## config.mk

```make
export PLATFORM = sky130hd
export DESIGN_NAME = odc_top
export DESIGN_NICKNAME = d
export VERILOG_FILES = /design/src/rtl/odc_pkg.sv /design/src/rtl/odc_map_if.sv /design/src/rtl/odc_top.sv /design/src/rtl/odc_row_map.sv
export SDC_FILE = /design/constraint.sdc
export NUM_CORES = 1
export LEC_CHECK = 0
export BUFFER_PORTS_ARGS = -buffer_cell sky130_fd_sc_hd__buf_2
export CAP_MARGIN = 20
export CORE_MARGIN = 2
export CORE_UTILIZATION = 45
export DETAILED_ROUTE_END_ITERATION = 10
export GPL_ROUTABILITY_DRIVEN = 0
export PLACE_DENSITY_LB_ADDON = 0.08
export RECOVER_POWER = 100
export SLEW_MARGIN = 10
export SYNTH_ARGS = -nofsm -noshare
export SYNTH_HDL_FRONTEND = slang
export SYNTH_SLANG_ARGS = --single-unit
export TNS_END_PERCENT = 20
```

## constraint.sdc

```tcl
create_clock -name aclk -period 3.6 [get_ports aclk]
set_input_delay 1.08 -clock aclk [delete_from_list [all_inputs] [get_ports aclk]]
set_output_delay 1.08 -clock aclk [all_outputs]
set_load 0.1 [all_outputs]
```

## src/rtl/odc_pkg.sv

```systemverilog
package odc_pkg;
	// bus map
	localparam int ODC_ADDR_W = 8;
	localparam logic [7:0] ODC_OFS_CMD = 8'h00;
	localparam logic [7:0] ODC_OFS_CTRL_STAT = 8'h04;
	localparam logic [7:0] ODC_OFS_MAP_STAT = 8'h08;
	localparam logic [1:0] ODC_RESP_OKAY = 2'h0;
	localparam logic [1:0] ODC_RESP_SLVERR = 2'h2;
	// opcodes
	localparam logic [7:0] ODC_OP_CONTRAST = 8'h81;
	localparam logic [7:0] ODC_OP_SEG_NORM = 8'hA0;
	localparam logic [7:0] ODC_OP_SEG_REV = 8'hA1;
	localparam logic [7:0] ODC_OP_RESUME = 8'hA4;
	localparam logic [7:0] ODC_OP_ALL_ON = 8'hA5;
	localparam logic [7:0] ODC_OP_NORMAL = 8'hA6;
	localparam logic [7:0] ODC_OP_INVERSE = 8'hA7;
	localparam logic [7:0] ODC_OP_MUX = 8'hA8;
	localparam logic [7:0] ODC_OP_REFERENCE_CURRENT_SOURCE = 8'hAD;
	localparam logic [7:0] ODC_OP_DISP_OFF = 8'hAE;
	localparam logic [7:0] ODC_OP_DISP_ON = 8'hAF;
	localparam logic [4:0] ODC_OP_PAGE_HI = 5'h16;
	localparam logic [7:0] ODC_OP_COM_NORM = 8'hC0;
	localparam logic [7:0] ODC_OP_COM_REV = 8'hC8;
	localparam logic [7:0] ODC_OP_OFFSET = 8'hD3;
	localparam logic [1:0] ODC_OP_START_HI = 2'h1;
	// argument fields and limits
	localparam int ODC_REFERENCE_CURRENT_SOURCE_BIT = 4;
	localparam logic [7:0] ODC_CONTRAST_MIN = 8'h01;
	localparam logic [5:0] ODC_MUX_MIN = 6'h0F;
	// reset values, column count and sequencer states
	localparam logic [7:0] ODC_RST_CONTRAST = 8'h7F;
	localparam logic [5:0] ODC_RST_MUX = 6'h3F;
	localparam logic [5:0] ODC_RST_OFFSET = 6'h00;
	localparam logic [5:0] ODC_RST_START = 6'h00;
	localparam logic [2:0] ODC_RST_PAGE = 3'h0;
	localparam int ODC_COLS = 128;
	localparam logic [6:0] ODC_COL_MAX = 7'h7F;
	typedef enum logic [1:0] {
		ODC_ST_IDLE = 2'b01,
		ODC_ST_ARG = 2'b10
	} odc_state_t;
endpackage

```

## src/rtl/odc_map_if.sv

```systemverilog
`timescale 1ns/1ps
`default_nettype none
interface odc_map_if;
	logic [5:0] common_output;
	logic remap;
	logic [5:0] mux;
	logic [5:0] offset;
	logic [5:0] start;
	logic [5:0] row;
	logic active;
	modport cfg (output common_output, remap, mux, offset, start, input row, active);
	modport map (input common_output, remap, mux, offset, start, output row, active);
endinterface
`default_nettype wire

```

## src/rtl/odc_top.sv

```systemverilog
// Design decisions made here: the register addresses and register access over AXI4-Lite.
`timescale 1ns/1ps
`default_nettype none
module odc_top (
	// clock, reset, enable
	input wire logic aclk,
	input wire logic aresetn,
	input wire logic ce,
	// axi4-lite write
	input wire logic [odc_pkg::ODC_ADDR_W-1:0] awaddr,
	input wire logic [2:0] awprot,
	input wire logic awvalid,
	output logic awready,
	input wire logic [31:0] wdata,
	input wire logic [3:0] wstrb,
	input wire logic wvalid,
	output logic wready,
	output logic [1:0] bresp,
	output logic bvalid,
	input wire logic bready,
	// axi4-lite read
	input wire logic [odc_pkg::ODC_ADDR_W-1:0] araddr,
	input wire logic [2:0] arprot,
	input wire logic arvalid,
	output logic arready,
	output logic [31:0] rdata,
	output logic [1:0] rresp,
	output logic rvalid,
	input wire logic rready,
	// display ram side
	input wire logic page_mode,
	input wire logic [6:0] wr_col,
	input wire logic [odc_pkg::ODC_COLS-1:0] ram_row_bits,
	output logic [6:0] wr_col_phys_q,
	output logic [2:0] page_start_q,
	output logic [5:0] ram_row_addr_q,
	// panel drive
	output logic [odc_pkg::ODC_COLS-1:0] seg_pix_q,
	output logic [5:0] disp_com_q,
	output logic com_active_q,
	output logic com_hiz_q,
	output logic [7:0] seg_drive_q,
	output logic reference_current_source_internal_q
);
	import odc_pkg::*;

	odc_state_t st_q;
	logic [7:0] op_q;
	logic [7:0] contrast_q;
	logic seg_remap_q, all_on_q, inverse_q, reference_current_source_sel_q, disp_on_q;
	logic com_remap_q;
	logic [5:0] mux_q, offset_q, start_q, scan_q, com_q;
	logic act_q;
	logic aw_got_q, w_got_q;
	logic [7:0] aw_q;
	logic [31:0] w_q;
	logic [3:0] ws_q;
	logic cmd_fire;
	logic [7:0] cmd_byte;
	logic [odc_pkg::ODC_COLS-1:0] pix_d;

	function automatic logic takes_arg(input logic [7:0] op);
		takes_arg = op == ODC_OP_CONTRAST || op == ODC_OP_MUX ||
			op == ODC_OP_REFERENCE_CURRENT_SOURCE || op == ODC_OP_OFFSET;
	endfunction

	function automatic logic mapped(input logic [7:0] a);
		mapped = a == ODC_OFS_CMD || a == ODC_OFS_CTRL_STAT ||
			a == ODC_OFS_MAP_STAT;
	endfunction

	// write channel: address and data taken in either order
	always_ff @(posedge aclk) begin
		if (!aresetn) begin
			aw_got_q <= 1'b0;
			w_got_q <= 1'b0;
			aw_q <= 8'h00;
			w_q <= 32'h0000_0000;
			ws_q <= 4'h0;
			awready <= 1'b1;
			wready <= 1'b1;
			bvalid <= 1'b0;
			bresp <= ODC_RESP_OKAY;
		end else if (ce) begin
			if (awvalid && awready) begin
				aw_got_q <= 1'b1;
				aw_q <= awaddr;
				awready <= 1'b0;
			end
			if (wvalid && wready) begin
				w_got_q <= 1'b1;
				w_q <= wdata;
				ws_q <= wstrb;
				wready <= 1'b0;
			end
			if (aw_got_q && w_got_q && !bvalid) begin
				bvalid <= 1'b1;
				bresp <= aw_q == ODC_OFS_CMD ? ODC_RESP_OKAY : ODC_RESP_SLVERR;
				aw_got_q <= 1'b0;
				w_got_q <= 1'b0;
			end
			if (bvalid && bready) begin
				bvalid <= 1'b0;
				awready <= 1'b1;
				wready <= 1'b1;
			end
		end
	end

	// command byte enters the interpreter once per write to ODC_OFS_CMD with wstrb bit 0 set
	assign cmd_fire = ce && aw_got_q && w_got_q && !bvalid &&
		aw_q == ODC_OFS_CMD && ws_q[0];
	assign cmd_byte = w_q[7:0];

	// read channel
	always_ff @(posedge aclk) begin
		if (!aresetn) begin
			arready <= 1'b1;
			rvalid <= 1'b0;
			rdata <= 32'h0000_0000;
			rresp <= ODC_RESP_OKAY;
		end else if (ce) begin
			if (arvalid && arready) begin
				arready <= 1'b0;
				rvalid <= 1'b1;
				rresp <= mapped(araddr) ? ODC_RESP_OKAY : ODC_RESP_SLVERR;
				case (araddr)
					ODC_OFS_CTRL_STAT: rdata <= {16'h0000, contrast_q,
						st_q == ODC_ST_ARG, page_mode, reference_current_source_sel_q, com_remap_q,
						disp_on_q, inverse_q, all_on_q, seg_remap_q};
					ODC_OFS_MAP_STAT: rdata <= {2'h0, scan_q, 2'h0, start_q,
						2'h0, offset_q, 2'h0, mux_q};
					default: rdata <= 32'h0000_0000;
				endcase
			end
			if (rvalid && rready) begin
				rvalid <= 1'b0;
				arready <= 1'b1;
			end
		end
	end

	// opcode / argument sequencer
	always_ff @(posedge aclk) begin
		if (!aresetn) begin
			st_q <= ODC_ST_IDLE;
			op_q <= 8'h00;
		end else if (cmd_fire) begin
			case (st_q)
				ODC_ST_IDLE: begin
					op_q <= cmd_byte;
					st_q <= takes_arg(cmd_byte) ? ODC_ST_ARG : ODC_ST_IDLE;
				end
				ODC_ST_ARG: st_q <= ODC_ST_IDLE;
				default: st_q <= ODC_ST_IDLE;
			endcase
		end
	end

	// single-byte commands
	always_ff @(posedge aclk) begin
		if (!aresetn) begin
			seg_remap_q <= 1'b0;
			all_on_q <= 1'b0;
			inverse_q <= 1'b0;
			disp_on_q <= 1'b0;
			com_remap_q <= 1'b0;
			start_q <= ODC_RST_START;
			page_start_q <= ODC_RST_PAGE;
		end else if (cmd_fire && st_q == ODC_ST_IDLE) begin
			case (cmd_byte)
				ODC_OP_SEG_NORM: seg_remap_q <= 1'b0;
				ODC_OP_SEG_REV: seg_remap_q <= 1'b1;
				ODC_OP_RESUME: all_on_q <= 1'b0;
				ODC_OP_ALL_ON: all_on_q <= 1'b1;
				ODC_OP_NORMAL: inverse_q <= 1'b0;
				ODC_OP_INVERSE: inverse_q <= 1'b1;
				ODC_OP_DISP_OFF: disp_on_q <= 1'b0;
				ODC_OP_DISP_ON: disp_on_q <= 1'b1;
				ODC_OP_COM_NORM: com_remap_q <= 1'b0;
				ODC_OP_COM_REV: com_remap_q <= 1'b1;
				default: begin
					if (cmd_byte[7:6] == ODC_OP_START_HI)
						start_q <= cmd_byte[5:0];
					if (cmd_byte[7:3] == ODC_OP_PAGE_HI && page_mode)
						page_start_q <= cmd_byte[2:0];
				end
			endcase
		end
	end

	// second byte of two-byte commands
	always_ff @(posedge aclk) begin
		if (!aresetn) begin
			contrast_q <= ODC_RST_CONTRAST;
			mux_q <= ODC_RST_MUX;
			offset_q <= ODC_RST_OFFSET;
			reference_current_source_sel_q <= 1'b0;
		end else if (cmd_fire && st_q == ODC_ST_ARG) begin
			case (op_q)
				ODC_OP_CONTRAST:
					if (cmd_byte >= ODC_CONTRAST_MIN)
						contrast_q <= cmd_byte;
				ODC_OP_MUX:
					if (cmd_byte[5:0] >= ODC_MUX_MIN)
						mux_q <= cmd_byte[5:0];
				ODC_OP_REFERENCE_CURRENT_SOURCE: reference_current_source_sel_q <= cmd_byte[ODC_REFERENCE_CURRENT_SOURCE_BIT];
				ODC_OP_OFFSET: offset_q <= cmd_byte[5:0];
				default: offset_q <= offset_q;
			endcase
		end
	end

	// column steering for incoming ram writes; stored data untouched
	always_ff @(posedge aclk) begin
		if (!aresetn)
			wr_col_phys_q <= 7'h00;
		else if (ce)
			wr_col_phys_q <= seg_remap_q ? ODC_COL_MAX - wr_col : wr_col;
	end

	odc_map_if mif ();
	assign mif.common_output = scan_q;
	assign mif.remap = com_remap_q;
	assign mif.mux = mux_q;
	assign mif.offset = offset_q;
	assign mif.start = start_q;

	odc_row_map u_map (
		.m(mif.map)
	);

	// common scan: fetch row, then drive segments one cycle later
	always_ff @(posedge aclk) begin
		if (!aresetn) begin
			scan_q <= 6'h00;
			com_q <= 6'h00;
			act_q <= 1'b0;
			ram_row_addr_q <= 6'h00;
		end else if (ce) begin
			scan_q <= 6'(scan_q + 6'h01);
			com_q <= scan_q;
			act_q <= mif.active;
			ram_row_addr_q <= mif.row;
		end
	end

	genvar gi;
	generate
		for (gi = 0; gi < ODC_COLS; gi++) begin : g_pix
			assign pix_d[gi] = disp_on_q && act_q &&
				(all_on_q || (ram_row_bits[gi] ^ inverse_q));
		end
	endgenerate

	always_ff @(posedge aclk) begin
		if (!aresetn) begin
			seg_pix_q <= '0;
			disp_com_q <= 6'h00;
			com_active_q <= 1'b0;
			com_hiz_q <= 1'b1;
			seg_drive_q <= 8'h00;
			reference_current_source_internal_q <= 1'b0;
		end else if (ce) begin
			seg_pix_q <= pix_d;
			disp_com_q <= com_q;
			com_active_q <= act_q && disp_on_q;
			com_hiz_q <= !disp_on_q;
			seg_drive_q <= disp_on_q ? contrast_q : 8'h00;
			reference_current_source_internal_q <= reference_current_source_sel_q && disp_on_q;
		end
	end
endmodule // odc_top
`default_nettype wire

```

## src/rtl/odc_row_map.sv

```systemverilog
`timescale 1ns/1ps
`default_nettype none
module odc_row_map (
	odc_map_if.map m
);
	logic [5:0] line;
	logic [5:0] shifted;
	// reversed scan counts down from the last active line
	always_comb begin
		line = m.remap ? 6'(m.mux - m.common_output) : m.common_output;
		shifted = 6'(line + m.offset);
		m.active = shifted <= m.mux;
		m.row = 6'(shifted + m.start);
	end
endmodule // odc_row_map
`default_nettype wire

```

Word-level counts from Yosys, hierarchy flattened

Cells that the tools add are included.

Mux-type cells: 27
Magnitude comparators: 3
Reductions and logical operators: 316
Bitwise operators: 129
$add $sub $neg: 5
Equal/unequal tests: 24

Operators with widths:

| kind                                                                                | count |
|---|---|
| 1-bit logical AND                                                                   | 145 |
| 8-bit equality test, second input constant                                          | 18 |
| 1-bit logical OR                                                                    | 133 |
| 1-bit XOR                                                                           | 128 |
| 30-bit case mux with 2 select lines                                                 | 1 |
| 2-bit AND reduction                                                                 | 18 |
| 2-bit nonzero test                                                                  | 11 |
| 8-bit zero test                                                                     | 2 |
| 1-bit two-way mux                                                                   | 14 |
| 6-bit adder                                                                         | 2 |
| 3-bit AND reduction                                                                 | 4 |
| 1-bit case mux with 2 select lines                                                  | 5 |
| 10-bit OR reduction                                                                 | 1 |
| 8-bit by 3-bit equality test with 1-bit output, second input constant               | 1 |
| 8-bit by 4-bit equality test with 1-bit output, second input constant               | 1 |
| 8-bit by 1-bit greater-or-equal comparator with 1-bit output, second input constant | 1 |
| 2-bit two-way mux                                                                   | 4 |
| 8-bit two-way mux                                                                   | 1 |
| 7-bit two-way mux                                                                   | 1 |
| 7-bit subtractor, first input constant                                              | 1 |
| 6-bit by 1-bit adder with 6-bit output, second input constant                       | 1 |
| 6-bit by 4-bit greater-or-equal comparator with 1-bit output, second input constant | 1 |
| 6-bit less-or-equal comparator                                                      | 1 |
| 6-bit two-way mux                                                                   | 1 |
| 6 further kinds                                                                     | 8 |

Input bits: 202
Logic and storage cells: 541
Output and inout port bits: 202
Flip-flop bits (word level): 276

Logic depth before layout (Yosys ltp)

Word-level depth: 7
Mapped depth: 17
Mapped depth without buffers: 17

Hierarchy

A second synthesis with hierarchy kept.

Cell total of the unflattened synthesis: 1464
Area, all modules: 13250.2 µm²

Modules (own cells, without submodules):

| module      | seq. area each (µm²) | area each (µm²) | cells an instance | times used |
|---|---|---|---|---|
| odc_top     | 5405.2               | 12431.9         | 1360              | 1 |
| odc_row_map | 0.0                  | 818.3           | 104               | 1 |

Least setup slack after synthesis

OpenSTA, ideal clock, no wires.

Path type: reg-to-reg
From: register scan_q[0], in the netlist mif.common_output[0]
To: register ram_row_addr_q[5]
Setup time: 0.071 ns
Stages on the path, launching flop included: 17
Data required time: 3.529 ns
Arrival time: 3.424 ns
Buffers on the path: 0
Path slack: 0.105 ns
Period minus slack after synthesis: 3.495 ns
Path through: dfxtp_1 ha_1 inv_1 fa_1 nand2_1 o21ai_0 ha_1 a21o_1 a21oi_1 xnor2_1 ha_1 and2_1 a311o_1 a21oi_1 xor2_1 xnor3_1 a21oi_1

Longest elaborated chain between the ends: 4

Ends and longest elaborated chain:

| what                     | line              | RTL |
|---|---|---|
| start: declaration       | odc_top.sv:52     | `logic [5:0] mux_q, offset_q, start_q, scan_q, com_q;` |
| start signal: assignment | odc_top.sv:241    | `scan_q <= 6'(scan_q + 6'h01);` |
| 6-bit subtractor         | odc_row_map.sv:10 | `line = m.remap ? 6'(m.mux - m.common_output) : m.common_output;` |
| 6-bit two-way mux *      | odc_row_map.sv:10 |  |
| 6-bit adder *            | odc_row_map.sv:11 | `shifted = 6'(line + m.offset);` |
| 6-bit adder *            | odc_row_map.sv:13 | `m.row = 6'(shifted + m.start);` |
| end signal: assignment   | odc_top.sv:244    | `ram_row_addr_q <= mif.row;` |
| end: declaration         | odc_top.sv:36     | `output logic [5:0] ram_row_addr_q,` |

Every way passes the cells marked *; elsewhere a longest branch is shown, timed or not.
A chain may end at the register's enable or synchronous reset.

Worst setup path in the final report

From: register mux_q[0], in the netlist mif.mux[0]
To: register ram_row_addr_q[5]

Longest elaborated chain between the ends: 4

Ends and longest elaborated chain:

| what                     | line              | RTL |
|---|---|---|
| start: declaration       | odc_top.sv:52     |  |
| start signal: assignment | odc_top.sv:206    | `mux_q <= cmd_byte[5:0];` |
| 6-bit subtractor         | odc_row_map.sv:10 |  |
| 6-bit two-way mux        | odc_row_map.sv:10 |  |
| 6-bit adder              | odc_row_map.sv:11 |  |
| 6-bit adder              | odc_row_map.sv:13 |  |

No other way between the ends.

==> flow_metrics.py <==
metrics = {
    "clocking": {
        "htree_num_levels": 1,
        "cts_hold_buf": 0,
        "cts_tree": "yes",
        "cts_buffers": 31,
        "root_buffer": "clkbuf_16",
        "clock_sinks": 270,
        "path_clk_slew_ns": 0.06,
        "clkLatencyLatePin_ns": 0.56,
        "clock_tree.buffer_depth": 3,
    },
    "layout": {
        "fin_cells": 2174,
        "nets": 1989,
        "area_delta_synth_final_pct": 22.58,
        "drive_above_1_share_pct": 15.06,
        "n_fill_cell": 2764,
    },
    "power_and_ir_drop": {
        "p_switching_uw": 1632,
        "power.total_uw": 6823,
        "max-vdd-ir-drop_uv": 392.7,
        "p_int_uw": 5191,
        "powerDensity_nw_per_um2": 426.0,
        "p_clk_share_pct": 47.4,
        "switching_share_pct": 23.92,
        "p_seq_share_pct": 44.6,
        "comb_power_share_pct": 8.0,
        "power.leakage_uw": 0.006420,
    },
    "detailed_routing": {
        "initialDrtViolationCount": 631,
        "routed_wl_mm": 37.68,
        "via_per_inst": 5.106,
        "drtAntennaViolNets": 0,
        "drc_errors": 0,
        "detail_route.first_pass.iterations": 5,
        "wl_per_cell_um": 17.33,
        "num_vias": 11101,
    },
    "hold_path": {
        "hp-class": "register to register",
        "min_path_cells": 2,
        "hold_path_end": "op_q[7]",
        "hp-start": "op_q[7]",
    },
    "sta": {
        "finalHoldViolations": 0,
        "min_period_ns": 3.480,
        "clock_skew_ns": 0.02120,
        "setup_viol_count_final": 0,
        "period_share_pct": 96.67,
        "slew_viol_final": 98,
        "tns_ns": 0,
        "max-slew-margin-rel_pct": -18.04,
        "grt_setup_unrepaired": "true",
        "fmax_mhz": 287.3,
        "setup_slack_ns": 0.1198,
        "worst_pin_slew_ns": 1.771,
    },
    "setup_path": {
        "startpoint_type": "register",
        "worstPathArrival_ns": 3.97,
        "r2r_cells": 16,
        "required_ns": 4.09,
        "ff2ff_setup_slack_ns": 0.12,
        "worstSetupPathType": "register to register",
        "worstSetupEndpointType": "register",
        "crit_fanout": 4,
        "r2r-end": "ram_row_addr_q[5]",
        "reg2reg_from": "mif.mux[0]",
    },
    "synth": {
        "synthFlopType": "dfxtp_1",
        "synth_top_area_share_pct": 41.37,
        "synth_edf_count": 0,
        "async_flop_share_pct": 0,
        "yosysWarnings": 0,
        "synth.distinct_cells": 52,
        "ys_ff_latch": 270,
        "synth_area_um2": 13070,
        "synth_area_per_cell_um2": 9.023,
        "yosys-top-cells-area": "dfxtp_1 41%, a21boi_0 9.0%, xor2_1 8.8%, nand2b_1 6.6%, o21ai_0 5.4%",
        "synth_largest_area_cell": "dfxtp_1",
        "seq_area_frac_synth_pct": 41.37,
        "syn_inst": 1448,
    },
    "global_route": {
        "grt_max_degree": 118,
        "grt_pass1_vias": 10714,
        "antenna_found_initial": 5,
        "grt_pass1_wl_mm": 59.09,
        "grt_usage_pct": 23.74,
        "grt_overflow": 0,
    },
    "die": {
        "rows": 62,
        "die-area_um2": 30410,
        "io_pins": 404,
        "initial_core_util_pct": 45.64,
        "core-area_um2": 28630,
        "die_w_um": 174.4,
        "die_y_um": 174.4,
    },
    "job": {
        "cap_violations": 1,
    },
    "placement": {
        "numPortBuffers": 364,
        "dp_cells": 2110,
        "place_ws_ns": -0.06187,
        "dp_hpwl_mm": 25.64,
    },
    "run_status": {
        "outcome": "finished with violations",
        "violations": "max-capacitance violations, max-slew violations",
    },
}
## layout by cell type (no fill, tap or decap), types with 13 or more instances in the layout
cell type | netlist | layout
nand2b_1 | 137 | 137
xnor2_1 | 20 | 18
mux2i_1 | 52 | 52
dfxtp_1 | 270 | 266
buf_4 | 8 | 24
clkbuf_16 | 0 | 31
nand3_1 | 14 | 13
clkbuf_1 | 105 | 212
inv_1 | 18 | 16
a22oi_1 | 29 | 29
buf_2 | 1 | 166
nor2_1 | 15 | 15
a21boi_0 | 156 | 156
nor3_1 | 17 | 17
xor2_1 | 131 | 131
nor2b_1 | 88 | 88
nand2_1 | 94 | 94
o21ai_0 | 141 | 140
ha_1 | 22 | 21
a21oi_1 | 35 | 32
## Yosys cell counts (all sizes together), types with 14 or more instances
cell type,n
xor2,131
xnor2,20
clkbuf,105
nand2,94
mux2i,52
a22oi,29
o21ai,141
buf,22
ha,22
a21oi,35
nand3,14
nor2,15
a21boi,156
nor2b,88
nor3,18
nand2b,137
dfxtp,270
inv,18
## area by class of cell
class | instances | area, µm² | share of cell area, %
multi-input cells | 1038 | 7126 | 44.49
flip-flops and latches | 270 | 5415 | 33.81
repair buffers | 403 | 1856 | 11.59
clock buffers | 45 | 908.4 | 5.672
well taps | 384 | 480.5 | 3.000
clock inverters | 12 | 152.6 | 0.9531
inverters | 18 | 67.56 | 0.4219
diodes | 4 | 10.01 | 0.06250
## metrics by stage
step	hold WS [ns]	area, µm²	utilization (%)
floorplan	0.4412	13080	-
global placement	0.4534	15220	53.19
detailed placement	0.4589	15220	53.19
CTS	0.4673	16310	56.97
global route	0.5002	16010	55.94
finish	0.4716	16020	55.95
## worst max path at each step
stage / endpoint / start / cells after the start
finish: ram_row_addr_q[5] / mif.mux[0] / 16
global route: ram_row_addr_q[5] / mif.mux[0] / 16
CTS: ram_row_addr_q[5] / mif.mux[0] / 17
detailed placement: ram_row_addr_q[5] / mif.mux[0] / 17
global placement: ram_row_addr_q[5] / mif.mux[0] / 17
floorplan: ram_row_addr_q[5] / mif.common_output[0] / 16
## flip-flops by register name, summed over array words and instances, names as in the netlist, 7 cells and up
register / cells
w_q: 8
seg_drive_q: 8
op_q: 8
wr_col_phys_q: 7
contrast_q: 8
aw_q: 8
seg_pix_q: 128
rdata: 28
## metal layers
layer  wire length [µm]  track usage (%)  up-vias
met5                 11                0        -
met4                924            6.548        2
met3               2541            5.490       64
met2              17200            38.41      343
met1              17000            31.75     5179
li1                   -                -     5513
## worst max-delay path: stages, from the launching register on
cell	delay (ns)
dfxtp_2	0.32
inv_2	0.06
ha_4	0.12
inv_2	0.03
fa_1	0.47
xnor2_1	0.15
a21oi_1	0.16
ha_1	0.31
a21oi_2	0.20
xnor2_2	0.15
ha_1	0.28
buf_6	0.13
a311o_1	0.32
a21oi_2	0.14
xor2_1	0.21
xnor3_1	0.25
a21oi_1	0.13
## power groups by stage
| stage | clock network, µW | logic [µW] | registers (µW) |
|---|---|---|---|
| floorplan | 0 | 279 | 3190 |
| global placement | 0 | 552 | 3100 |
| detailed placement | 0 | 554 | 3110 |
| CTS | 3310 | 558 | 3040 |
| global route | 3440 | 595 | 3040 |
| finish | 3230 | 549 | 3040 |
## logic make-up after synthesis
logic type,share of synthesized area (%)
adders and majority gates,2.567
and+or+nand+nor,18.12
DFF,41.37
AOI/OAI and AO/OA,19.23
other,0.02870
xor gates and xnor gates,10.29
muxes,3.984
buffers and inverters,4.405
## repair_timing
item / 4_1_cts / 5_1_grt
buffers inserted: 1 / 2
resized for setup: 4 / 11
hold endpoints to repair: 0 / 0
setup endpoints to repair: 1 / 2
pin swaps: 3 / 11
No activity file was read; power rests on OpenSTA's default activity.
